**src/iocr_cfg.svh**
```systemverilog
// offsets, field positions, reset values and timing counts of the io and operation control bank
`ifndef IOCR_CFG_SVH
`define IOCR_CFG_SVH

// word indices on the bus, four bits wide like the address; byte address = 4 * index
`define IOCR_IDX_OPCTL        4'h2
`define IOCR_IDX_IOCFG2       4'h1
`define IOCR_IDX_RXCFG        4'ha
`define IOCR_IDX_STATUS       4'hb

// interface configuration fields
`define IOCR_IOCFG_LOWSUP     7
`define IOCR_IOCFG_DIGOFF     6
`define IOCR_IOCFG_PDSEL      4
`define IOCR_IOCFG_PDDES      3
`define IOCR_IOCFG_BOOST      2
`define IOCR_IOCFG_RAMP       0
`define IOCR_IOCFG_MASK       8'hdd

// operation control fields
`define IOCR_OPCTL_EN         7
`define IOCR_OPCTL_RXEN       6
`define IOCR_OPCTL_RXONE      5
`define IOCR_OPCTL_RXMAN      4
`define IOCR_OPCTL_TXEN       3
`define IOCR_OPCTL_WU         2
`define IOCR_OPCTL_MASK       8'hfc

// receiver configuration: channel pick
`define IOCR_RXCFG_PICK       0
`define IOCR_RXCFG_MASK       8'h01

`define IOCR_RESET_VAL        8'h00

// transmitter slow ramp: least 10 us, at 10 MHz
`define IOCR_RAMP_NS          10000
`define IOCR_CLK_NS           100
`define IOCR_RAMP_CYC         ((`IOCR_RAMP_NS + `IOCR_CLK_NS - 1) / `IOCR_CLK_NS)

`endif

```
**src/iocr_pkg.sv**
```systemverilog
// types of the io and operation control bank
package iocr_pkg;

  // avalon-mm request from the master
  typedef struct packed {
    logic [3:0]  address;
    logic        read;
    logic        write;
    logic [31:0] writedata;
    logic [3:0]  byteenable;
  } iocr_req_t;

  // avalon-mm answer to the master
  typedef struct packed {
    logic [31:0] readdata;
    logic        waitrequest;
    logic [1:0]  response;
  } iocr_rsp_t;

  // transmitter ramp states, gray along off -> ramp -> on
  typedef enum logic [1:0] {
    IOCR_TX_OFF  = 2'b00,
    IOCR_TX_RAMP = 2'b01,
    IOCR_TX_ON   = 2'b11
  } iocr_tx_t;

endpackage : iocr_pkg

```
**src/iocr_tx_ramp.sv**
```systemverilog
// transmitter ramp sequencer: fast or slow turn-on of the driver
`include "iocr_cfg.svh"
`timescale 1ns/1ps
module iocr_tx_ramp #(
  parameter int RAMP_CYC = `IOCR_RAMP_CYC
) (
  input  wire logic              core_clk,
  input  wire logic              reset,
  input  wire logic              tx_on,
  input  wire logic              slow,
  output iocr_pkg::iocr_tx_t     state,
  output logic                   tx_full
);
  import iocr_pkg::*;

  initial begin
    if (RAMP_CYC < 1 || RAMP_CYC > 65535) $error("iocr_tx_ramp: RAMP_CYC out of range");
  end

  iocr_tx_t    state_reg;
  iocr_tx_t    state_next;
  logic [15:0] cnt_reg;
  logic [15:0] cnt_next;
  wire         ramp_done = (cnt_reg == 16'(RAMP_CYC - 1));

  // next state: slow mode holds the ramp for the full count before full drive
  always_comb begin
    state_next = state_reg;
    cnt_next   = 16'h0000;
    case (state_reg)
      IOCR_TX_OFF: begin
        if (tx_on) state_next = slow ? IOCR_TX_RAMP : IOCR_TX_ON;
      end
      IOCR_TX_RAMP: begin
        cnt_next = cnt_reg + 16'h0001;
        if (!tx_on) state_next = IOCR_TX_OFF;
        else if (ramp_done) state_next = IOCR_TX_ON;
      end
      IOCR_TX_ON: begin
        if (!tx_on) state_next = IOCR_TX_OFF;
      end
      default: state_next = IOCR_TX_OFF;
    endcase
  end

  always_ff @(posedge core_clk) begin
    if (reset) begin
      state_reg <= IOCR_TX_OFF;
      cnt_reg   <= 16'h0000;
      tx_full   <= 1'b0;
    end else begin
      state_reg <= state_next;
      cnt_reg   <= cnt_next;
      tx_full   <= (state_next == IOCR_TX_ON);
    end
  end

  assign state = state_reg;

endmodule : iocr_tx_ramp

```
**src/iocr_regs.sv**
```systemverilog
// io configuration and operation control register bank with avalon-mm slave
//
// Function
// - interface bit 7 picks 5 V supply when clear, 3.3 V when set.
// - interface bit 6 set switches off the digital supply regulator.
// - bit 4 pulls data-out low while selected and not driven.
// - bit 3 pulls data-out low whenever slave select is high.
// - bit 2 raises data-out drive strength for 1.8 V io.
// - bit 0 ramps transmitter slowly, at least 10 us.
// - both registers load zero at power-up only; commands do not reset them.
// - control bit 7 turns on oscillator and regulator, ready mode.
// - control bit 6 enables reception.
// - control bit 5 clear enables both channels, set only one.
// - single channel is chosen by the channel pick bit.
// - both channels: bit 4 clear automatic, set manual via channel pick.
// - control bit 3 enables transmission.
// - field-on command sets transmit enable by itself.
// - active peer mode clears transmit enable after transmission ends.
// - control bit 2 enables wake-up mode per wake-up timer settings.
//
// register map, word index on the bus (byte address is four times the index):
//   0x01  interface configuration: supply, regulator, pull-downs, boost, ramp
//   0x02  operation control: enables, channel policy, wake-up
//   0x0a  receiver configuration: channel pick in bit 0 (1 = phase channel)
//   0x0b  status, read only: synced select, synced drive, transmitter state
// any other index answers with a slave error; writes there are dropped.
//
// bus timing: a request is taken on the edge where it is first seen, the
// register changes on that edge and waitrequest drops for the next cycle,
// so every access costs exactly one wait state. read data and the response
// code are registered and stand only in the cycle with waitrequest low.
// a master that keeps its request up after that cycle starts a new access.
// only byte lane 0 carries data; a write with that lane disabled is dropped.
//
// transmit enable has three writers: software, the field-on command and the
// end of an active peer transmission. the command wins over both clears, so
// a field-on in the cycle of a software clear still leaves the transmitter on.
//
// transmitter and receiver run only while the oscillator enable is set;
// clearing it drops both within two cycles whatever their own bits say.
//
// select and drive arrive from pins and pass two flops each, so the
// pull-down output lags a pin change by three clock cycles in all.
// defaults load only on reset: no command path reloads the registers.
//
// limitation: the analog effect of each option lives outside this bank;
// the outputs here are plain levels for the pad ring and the front end.
`include "iocr_cfg.svh"
`timescale 1ns/1ps
module iocr_regs #(
  parameter int RAMP_CYC = `IOCR_RAMP_CYC
) (
  input  wire logic              core_clk,
  input  wire logic              reset,
  input  iocr_pkg::iocr_req_t    avs_req,
  output iocr_pkg::iocr_rsp_t    avs_rsp,
  input  wire logic              slave_select_n,
  input  wire logic              data_out_driven,
  input  wire logic              field_on_cmd,
  input  wire logic              active_peer_mode,
  input  wire logic              tx_finished,
  input  wire logic              auto_ch_amplitude,
  output logic                   low_supply_select,
  output logic                   digital_supply_rail_off,
  output logic                   data_out_pulldown,
  output logic                   data_out_boost,
  output logic                   osc_reg_enable,
  output logic                   rx_enable,
  output logic                   rx_amp_ch_on,
  output logic                   rx_phase_ch_on,
  output logic                   rx_use_amplitude,
  output logic                   tx_enable,
  output logic                   tx_slow_ramping,
  output logic                   wakeup_mode_on
);
  import iocr_pkg::*;

  // the masks must cover exactly the defined fields, else a field would be lost
  localparam logic [7:0] IO_FIELDS = (8'h01 << `IOCR_IOCFG_LOWSUP) | (8'h01 << `IOCR_IOCFG_DIGOFF) |
                                     (8'h01 << `IOCR_IOCFG_PDSEL)  | (8'h01 << `IOCR_IOCFG_PDDES)  |
                                     (8'h01 << `IOCR_IOCFG_BOOST)  | (8'h01 << `IOCR_IOCFG_RAMP);
  localparam logic [7:0] OP_FIELDS = (8'h01 << `IOCR_OPCTL_EN)     | (8'h01 << `IOCR_OPCTL_RXEN)   |
                                     (8'h01 << `IOCR_OPCTL_RXONE)  | (8'h01 << `IOCR_OPCTL_RXMAN)  |
                                     (8'h01 << `IOCR_OPCTL_TXEN)   | (8'h01 << `IOCR_OPCTL_WU);

  // elaboration checks; the ramp counter is sixteen bits wide
  initial begin
    if (RAMP_CYC < 1) $error("iocr_regs: RAMP_CYC must be at least one");
    if (RAMP_CYC > 65535) $error("iocr_regs: RAMP_CYC exceeds the ramp counter");
    if (IO_FIELDS != `IOCR_IOCFG_MASK) $error("iocr_regs: interface mask disagrees with fields");
    if (OP_FIELDS != `IOCR_OPCTL_MASK) $error("iocr_regs: control mask disagrees with fields");
  end

  // pin inputs pass two flops; stage one is read only by stage two
  // bit 0 is slave select, idle high; bit 1 is the data-out drive flag, idle low
  localparam int         NPIN     = 2;
  localparam logic [1:0] PIN_IDLE = 2'b01;

  wire  [NPIN-1:0] pin_raw = {data_out_driven, slave_select_n};
  logic [NPIN-1:0] pin_meta_reg;
  logic [NPIN-1:0] pin_sync_reg;

  // one chain per pin; reset to the idle level so no false edge follows reset
  for (genvar gi = 0; gi < NPIN; gi++) begin : g_sync
    always_ff @(posedge core_clk) begin
      if (reset) begin
        pin_meta_reg[gi] <= PIN_IDLE[gi];
        pin_sync_reg[gi] <= PIN_IDLE[gi];
      end else begin
        pin_meta_reg[gi] <= pin_raw[gi];
        pin_sync_reg[gi] <= pin_meta_reg[gi];
      end
    end
  end

  // synced views used by the decode and the status word
  wire ss_sync_reg  = pin_sync_reg[0];
  wire drv_sync_reg = pin_sync_reg[1];

  // register storage
  logic [7:0] iocfg_reg;
  logic [7:0] iocfg_next;
  logic [7:0] opctl_reg;
  logic [7:0] opctl_next;
  logic [7:0] rxcfg_reg;
  logic [7:0] rxcfg_next;

  // bus handshake: one wait cycle, then the answer; keeps readdata registered
  // waitrequest is a flop of its own so the bus outputs all come from registers
  logic        ack_reg;
  logic        wreq_reg;
  logic [31:0] rdata_reg;
  logic        err_reg;

  wire        req_any   = avs_req.read | avs_req.write;
  wire        do_access = req_any & ~ack_reg;
  wire        be_low    = avs_req.byteenable[0];
  wire        hit_io    = (avs_req.address == `IOCR_IDX_IOCFG2);
  wire        hit_op    = (avs_req.address == `IOCR_IDX_OPCTL);
  wire        hit_rx    = (avs_req.address == `IOCR_IDX_RXCFG);
  wire        hit_st    = (avs_req.address == `IOCR_IDX_STATUS);
  wire        mapped    = hit_io | hit_op | hit_rx | hit_st;
  wire        wr_en     = do_access & avs_req.write & be_low;
  wire        wr_io     = wr_en & hit_io;
  wire        wr_op     = wr_en & hit_op;
  wire        wr_rx     = wr_en & hit_rx;
  wire [7:0]  wdata     = avs_req.writedata[7:0];

  // tx enable: hardware set by field-on wins over a software clear,
  // hardware clear after an active-peer transmission
  // the set winning matters when a host clear and a field-on meet in one
  // cycle: losing the command would leave the field off with no error shown
  wire        tx_hw_set = field_on_cmd;
  wire        tx_hw_clr = active_peer_mode & tx_finished;
  wire        tx_sw_val = wr_op ? wdata[`IOCR_OPCTL_TXEN] : opctl_reg[`IOCR_OPCTL_TXEN];
  wire        tx_new    = tx_hw_set | (tx_sw_val & ~tx_hw_clr);

  // next register values, unused bits masked to zero
  assign iocfg_next = wr_io ? (wdata & `IOCR_IOCFG_MASK) : iocfg_reg;
  assign rxcfg_next = wr_rx ? (wdata & `IOCR_RXCFG_MASK) : rxcfg_reg;
  assign opctl_next = {(wr_op ? wdata[7:4] : opctl_reg[7:4]),
                       tx_new,
                       (wr_op ? wdata[`IOCR_OPCTL_WU] : opctl_reg[`IOCR_OPCTL_WU]),
                       2'b00};

  // status view of the block's own state
  iocr_tx_t   tx_state;
  logic       tx_full;
  wire [7:0]  status_val = {4'h0, ss_sync_reg, drv_sync_reg, tx_state};

  wire [7:0]  rd_sel = hit_io ? iocfg_reg :
                       hit_op ? opctl_reg :
                       hit_rx ? rxcfg_reg :
                       hit_st ? status_val : 8'h00;

  // registers: zero only at power-up reset, no command reloads them
  always_ff @(posedge core_clk) begin
    if (reset) begin
      iocfg_reg <= `IOCR_RESET_VAL;
      opctl_reg <= `IOCR_RESET_VAL;
      rxcfg_reg <= `IOCR_RESET_VAL;
    end else begin
      iocfg_reg <= iocfg_next;
      opctl_reg <= opctl_next;
      rxcfg_reg <= rxcfg_next;
    end
  end

  // bus answer registers; unmapped address answers with slave error
  always_ff @(posedge core_clk) begin
    if (reset) begin
      ack_reg   <= 1'b0;
      wreq_reg  <= 1'b1;
      rdata_reg <= 32'h0000_0000;
      err_reg   <= 1'b0;
    end else begin
      ack_reg   <= do_access;
      wreq_reg  <= ~do_access; // low only in the answer cycle
      rdata_reg <= (do_access & avs_req.read) ? {24'h000000, rd_sel} : 32'h0000_0000;
      err_reg   <= do_access & ~mapped;
    end
  end

  assign avs_rsp.readdata    = rdata_reg;
  assign avs_rsp.waitrequest = wreq_reg;
  assign avs_rsp.response    = err_reg ? 2'b10 : 2'b00;

  // transmitter ramp follows enable and ramp option
  iocr_tx_ramp #(
    .RAMP_CYC (RAMP_CYC)
  ) u_ramp (
    .core_clk (core_clk),
    .reset    (reset),
    .tx_on    (opctl_reg[`IOCR_OPCTL_TXEN] & opctl_reg[`IOCR_OPCTL_EN]),
    .slow     (iocfg_reg[`IOCR_IOCFG_RAMP]),
    .state    (tx_state),
    .tx_full  (tx_full)
  );

  // field views of the stored registers: supply, regulator, boost, enable, wake-up
  wire io_low_supply = iocfg_reg[`IOCR_IOCFG_LOWSUP];
  wire io_dig_off    = iocfg_reg[`IOCR_IOCFG_DIGOFF];
  wire io_boost      = iocfg_reg[`IOCR_IOCFG_BOOST];
  wire op_enable     = opctl_reg[`IOCR_OPCTL_EN];
  wire op_wakeup     = opctl_reg[`IOCR_OPCTL_WU];
  wire tx_ramping    = (tx_state == IOCR_TX_RAMP);

  // pull-down decode from synced select and drive state
  // both options may be set at once; they cover disjoint select levels
  wire pd_sel  = iocfg_reg[`IOCR_IOCFG_PDSEL] & ~ss_sync_reg & ~drv_sync_reg;
  wire pd_des  = iocfg_reg[`IOCR_IOCFG_PDDES] & ss_sync_reg;

  // channel policy: single channel or manual use the pick bit
  // the automatic choice comes from the receiver and is used only when
  // both channels run and manual choice is off
  wire one_ch  = opctl_reg[`IOCR_OPCTL_RXONE];
  wire manual  = opctl_reg[`IOCR_OPCTL_RXMAN];
  wire pick_am = ~rxcfg_reg[`IOCR_RXCFG_PICK];
  wire use_am  = (one_ch | manual) ? pick_am : auto_ch_amplitude;
  wire rx_on   = opctl_reg[`IOCR_OPCTL_RXEN] & opctl_reg[`IOCR_OPCTL_EN];

  // decoded outputs, all registered
  always_ff @(posedge core_clk) begin
    if (reset) begin
      low_supply_select       <= 1'b0;
      digital_supply_rail_off <= 1'b0;
      data_out_pulldown       <= 1'b0;
      data_out_boost          <= 1'b0;
      osc_reg_enable          <= 1'b0;
      rx_enable               <= 1'b0;
      rx_amp_ch_on            <= 1'b0;
      rx_phase_ch_on          <= 1'b0;
      rx_use_amplitude        <= 1'b0;
      tx_enable               <= 1'b0;
      tx_slow_ramping         <= 1'b0;
      wakeup_mode_on          <= 1'b0;
    end else begin
      // supply and pad options
      low_supply_select       <= io_low_supply;
      digital_supply_rail_off <= io_dig_off;
      data_out_pulldown       <= pd_sel | pd_des;
      data_out_boost          <= io_boost;
      // operating enables and receive channels
      osc_reg_enable          <= op_enable;
      rx_enable               <= rx_on;
      rx_amp_ch_on            <= rx_on & (~one_ch | pick_am);
      rx_phase_ch_on          <= rx_on & (~one_ch | ~pick_am);
      rx_use_amplitude        <= use_am;
      // transmitter and wake-up
      tx_enable               <= tx_full | tx_ramping;
      tx_slow_ramping         <= tx_ramping;
      wakeup_mode_on          <= op_wakeup;
    end
  end

endmodule : iocr_regs

```
**config.mk**
```make
export PLATFORM = sky130hd
export DESIGN_NAME = iocr_regs
export DESIGN_NICKNAME = d
export VERILOG_FILES = /design/src/iocr_pkg.sv /design/src/iocr_tx_ramp.sv /design/src/iocr_regs.sv
export VERILOG_INCLUDE_DIRS = /design/src
export SDC_FILE = /design/constraint.sdc
export NUM_CORES = 1
export LEC_CHECK = 0
export ABC_AREA = 1
export BUFFER_PORTS_ARGS = -buffer_cell sky130_fd_sc_hd__buf_4
export CORE_AREA = 2 2 92 67
export DETAILED_ROUTE_END_ITERATION = 12
export DIE_AREA = 0 0 94 69
export PLACE_DENSITY = 0.84
export SLEW_MARGIN = 20
export SYNTH_ARGS = -nofsm -noshare
export SYNTH_HDL_FRONTEND = slang
export SYNTH_SLANG_ARGS = --single-unit
```
**constraint.sdc**
```tcl
create_clock -name core_clk -period 1.5 [get_ports core_clk]
set_clock_uncertainty 0.05 [all_clocks]
set_input_delay 0.3 -clock core_clk [delete_from_list [all_inputs] [get_ports core_clk]]
set_output_delay 0.3 -clock core_clk [all_outputs]
set_load 0.05 [all_outputs]
```
==> metrics <==
CTS root buffer clkbuf_8; Synth Instances 327; Register Area around 1200 µm²; vias in the first global route 1901; cell area after synthesis 2450 µm²; CP max FO 5; post-route ant nets 0; CP startpoint kind register; FP Rows 23; Cell Count Post-Placement between 400 and 500; Power Density 1050 nW/µm²; CTS tree yes; RSZ-0062 raised after global routing false; H-tree depth 3; CTS sink cnt 59; largest net degree at the start of global routing 15; Nets between 400 and 500; global-route wire length before repair approximately 8300 µm; sequential share of the synthesized area 0.482; VDD IR max 0.471 mV; outcome completed; Unique masters post-synth 28; Setup WS pre-CTS about 0.038 ns; RD Place Congestion ~0.8; drt pass-1 iters 4; Initial DRC Count ~150; number of max-cap violations 0; number of fill cells between 500 and 600; Synth top area share 0.482; design area a little under 3000 µm²; synthesized area per cell approximately 7.5 µm²; Die W 94 µm; worst endpoint required time about 1.7 ns; # DRC 0; worst path arrival time between 1.5 and 2 ns; number of flip-flops in the largest register 16; CP Class register to register; Setup TNS Final 0 ns; Via-to-Cell Ratio 4.57; deepest clock path buffer count 2; Num CTS Buffers 9; overall power between 3 and 4 mW; Final Max Slew Viols 0; IO Port Bufs 43; highest clock rate between 700 and 800 MHz; Final setup viols 0; Overflow after GRT 0; Core Box Area approximately 5600 µm²; Final Non-Filler Cells 460; final hold slack between 0.1 and 0.15 ns; wire per inst ~11 µm; HPWL Detailed ~3900 µm; utilization after layout 0.529; Yosys top cell by area dfxtp_1; placed inst area ~2800 µm²; via count between 2000 and 2500; Final Hold Fails 0; final worst path period need 1.38 ns; Die Height around 70 µm; DIE AREA around 6500 µm²; final worst setup slack between 0.1 and 0.15 ns; Final Cycle Share 0.919; # hold bufs at CTS 0; Ant. Diodes 0; Initial Util 0.437; reg2reg path depth 6; Clock transition at path regs 0.06 ns; antenna violations before repair 0; Worst Setup End Kind register; layout cell share with drive strength beyond 1 0.190; area of the multi-input gates slightly below 1000 µm²; Synth Warn # 0; Area contributors post-synth dfxtp_1 48%, nor2_1 8.6%, buf_4 8.3%, nand2_1 8.0%, inv_1 6.9%; # IOs 97; Synth Register Bits between 50 and 60; WHS Path Cells 2; area growth from synthesis to layout 21.0%; clock latency reported for the late side of the worst-skew pair 0.33 ns; Lkg Pwr about 1.4 nW; Post-Route WL 5070 µm; Min-Delay Path Class primary input to register; gr usage total 0.165
kinds of logic (layout without fill, tap and decap cells):
group / after synthesis / after routing / share of synthesized area
AOI/OAI and AO/OA: 46 / 46 / 0.0964
xor gates and xnor gates: 2 / 2 / 0.00714
adders and majority gates: 1 / 1 / 0.00510
buffers and inverters: 76 / 110 / 0.158
DFF: 59 / 59 / 0.482
other: 1 / 25 / 0.00153
and+or+nand+nor: 142 / 142 / 0.250
area by class of cell:
| cell class | instances | area share |
|---|---|---|
| clock buffer | 14 | 0.0548 |
| clock inverter | 2 | 0.00337 |
| inverter | 46 | 0.0582 |
| multi-input combinational | 216 | 0.332 |
| sequential | 59 | 0.398 |
| tap | 75 | 0.0316 |
| timing repair buffer | 48 | 0.121 |
metal layers:
layer / share of wire / track usage / vias up / wire, µm
met4: 0.021 / 0.101 / 0 / 104
met3: 0.086 / 0.0492 / 10 / 438
met5: 0 / 0 / - / 0
met1: 0.45 / 0.215 / 932 / 2270
li1: - / - / 1072 / -
met2: 0.44 / 0.238 / 88 / 2250
what timing repair did:
action / 4_1_cts / 5_1_grt
resized for setup: 0 / 3
setup endpoints to repair: 0 / 3
buffers inserted: 0 / 1
placed cells by master, fill, tap and decap left out, drive strengths merged:
cell and n:
dfxtp 59, nor2 59, nand2 53, buf 48, inv 46, conb 25
a21oi 25, o21ai 20, nand3 19, clkbuf 14, or2 4, nor3 3
nand4 2, xor2 2, clkinv 2, or3b 1, and3 1, o21bai 1
ha 1
critical path: stages, from the launching register on:
cell and delay, ns:
dfxtp_1 0.38, ha_4 0.16, nand3_2 0.12, nor2_4 0.18
nand3_1 0.14, o21ai_0 0.18, nor2_1 0.06
synth_stat cells:
| master | instances |
|---|---|
| ha_1 | 1 |
| dfxtp_1 | 59 |
| nand2_1 | 52 |
| o21bai_1 | 1 |
| and3_1 | 1 |
| buf_1 | 1 |
| nor2_1 | 56 |
| o21ai_0 | 19 |
| a21oi_2 | 1 |
| or2_2 | 2 |
| o21ai_1 | 1 |
| or3b_2 | 1 |
| nand3_2 | 1 |
| nor2_2 | 1 |
| inv_2 | 1 |
| conb_1 | 1 |
| or2_0 | 2 |
| nand4_1 | 2 |
| buf_4 | 27 |
| a21oi_1 | 24 |
| clkbuf_1 | 1 |
| nand2_4 | 1 |
| buf_2 | 1 |
| nand3_1 | 18 |
| xor2_1 | 2 |
| inv_1 | 45 |
| nor3_1 | 3 |
| nor2_4 | 2 |
power breakdown:
part	total (mW)	internal [mW]	switching (mW)	leakage, nW
Clock	1.24	0.685	0.551	0.0905
Combinational	0.296	0.0660	0.230	0.782
Sequential	1.60	1.59	0.00873	0.478
worst paths after layout:
| kind | start | to | slack, ns |
|---|---|---|---|
| worst max-delay path | u_ramp.cnt_reg[1]$_SDFF_PP0_ | u_ramp.cnt_reg[10]$_SDFF_PP0_ | 0.12 |
| worst min register to register | pin_meta_reg[0]$_SDFF_PP1_ | ss_sync_reg$_SDFF_PP1_ | 0.36 |
| worst max register to register | u_ramp.cnt_reg[1]$_SDFF_PP0_ | u_ramp.cnt_reg[10]$_SDFF_PP0_ | 0.12 |
| worst min-delay path | slave_select_n | pin_meta_reg[0]$_SDFF_PP1_ | 0.11 |
Power figures use the tool's default switching activity.
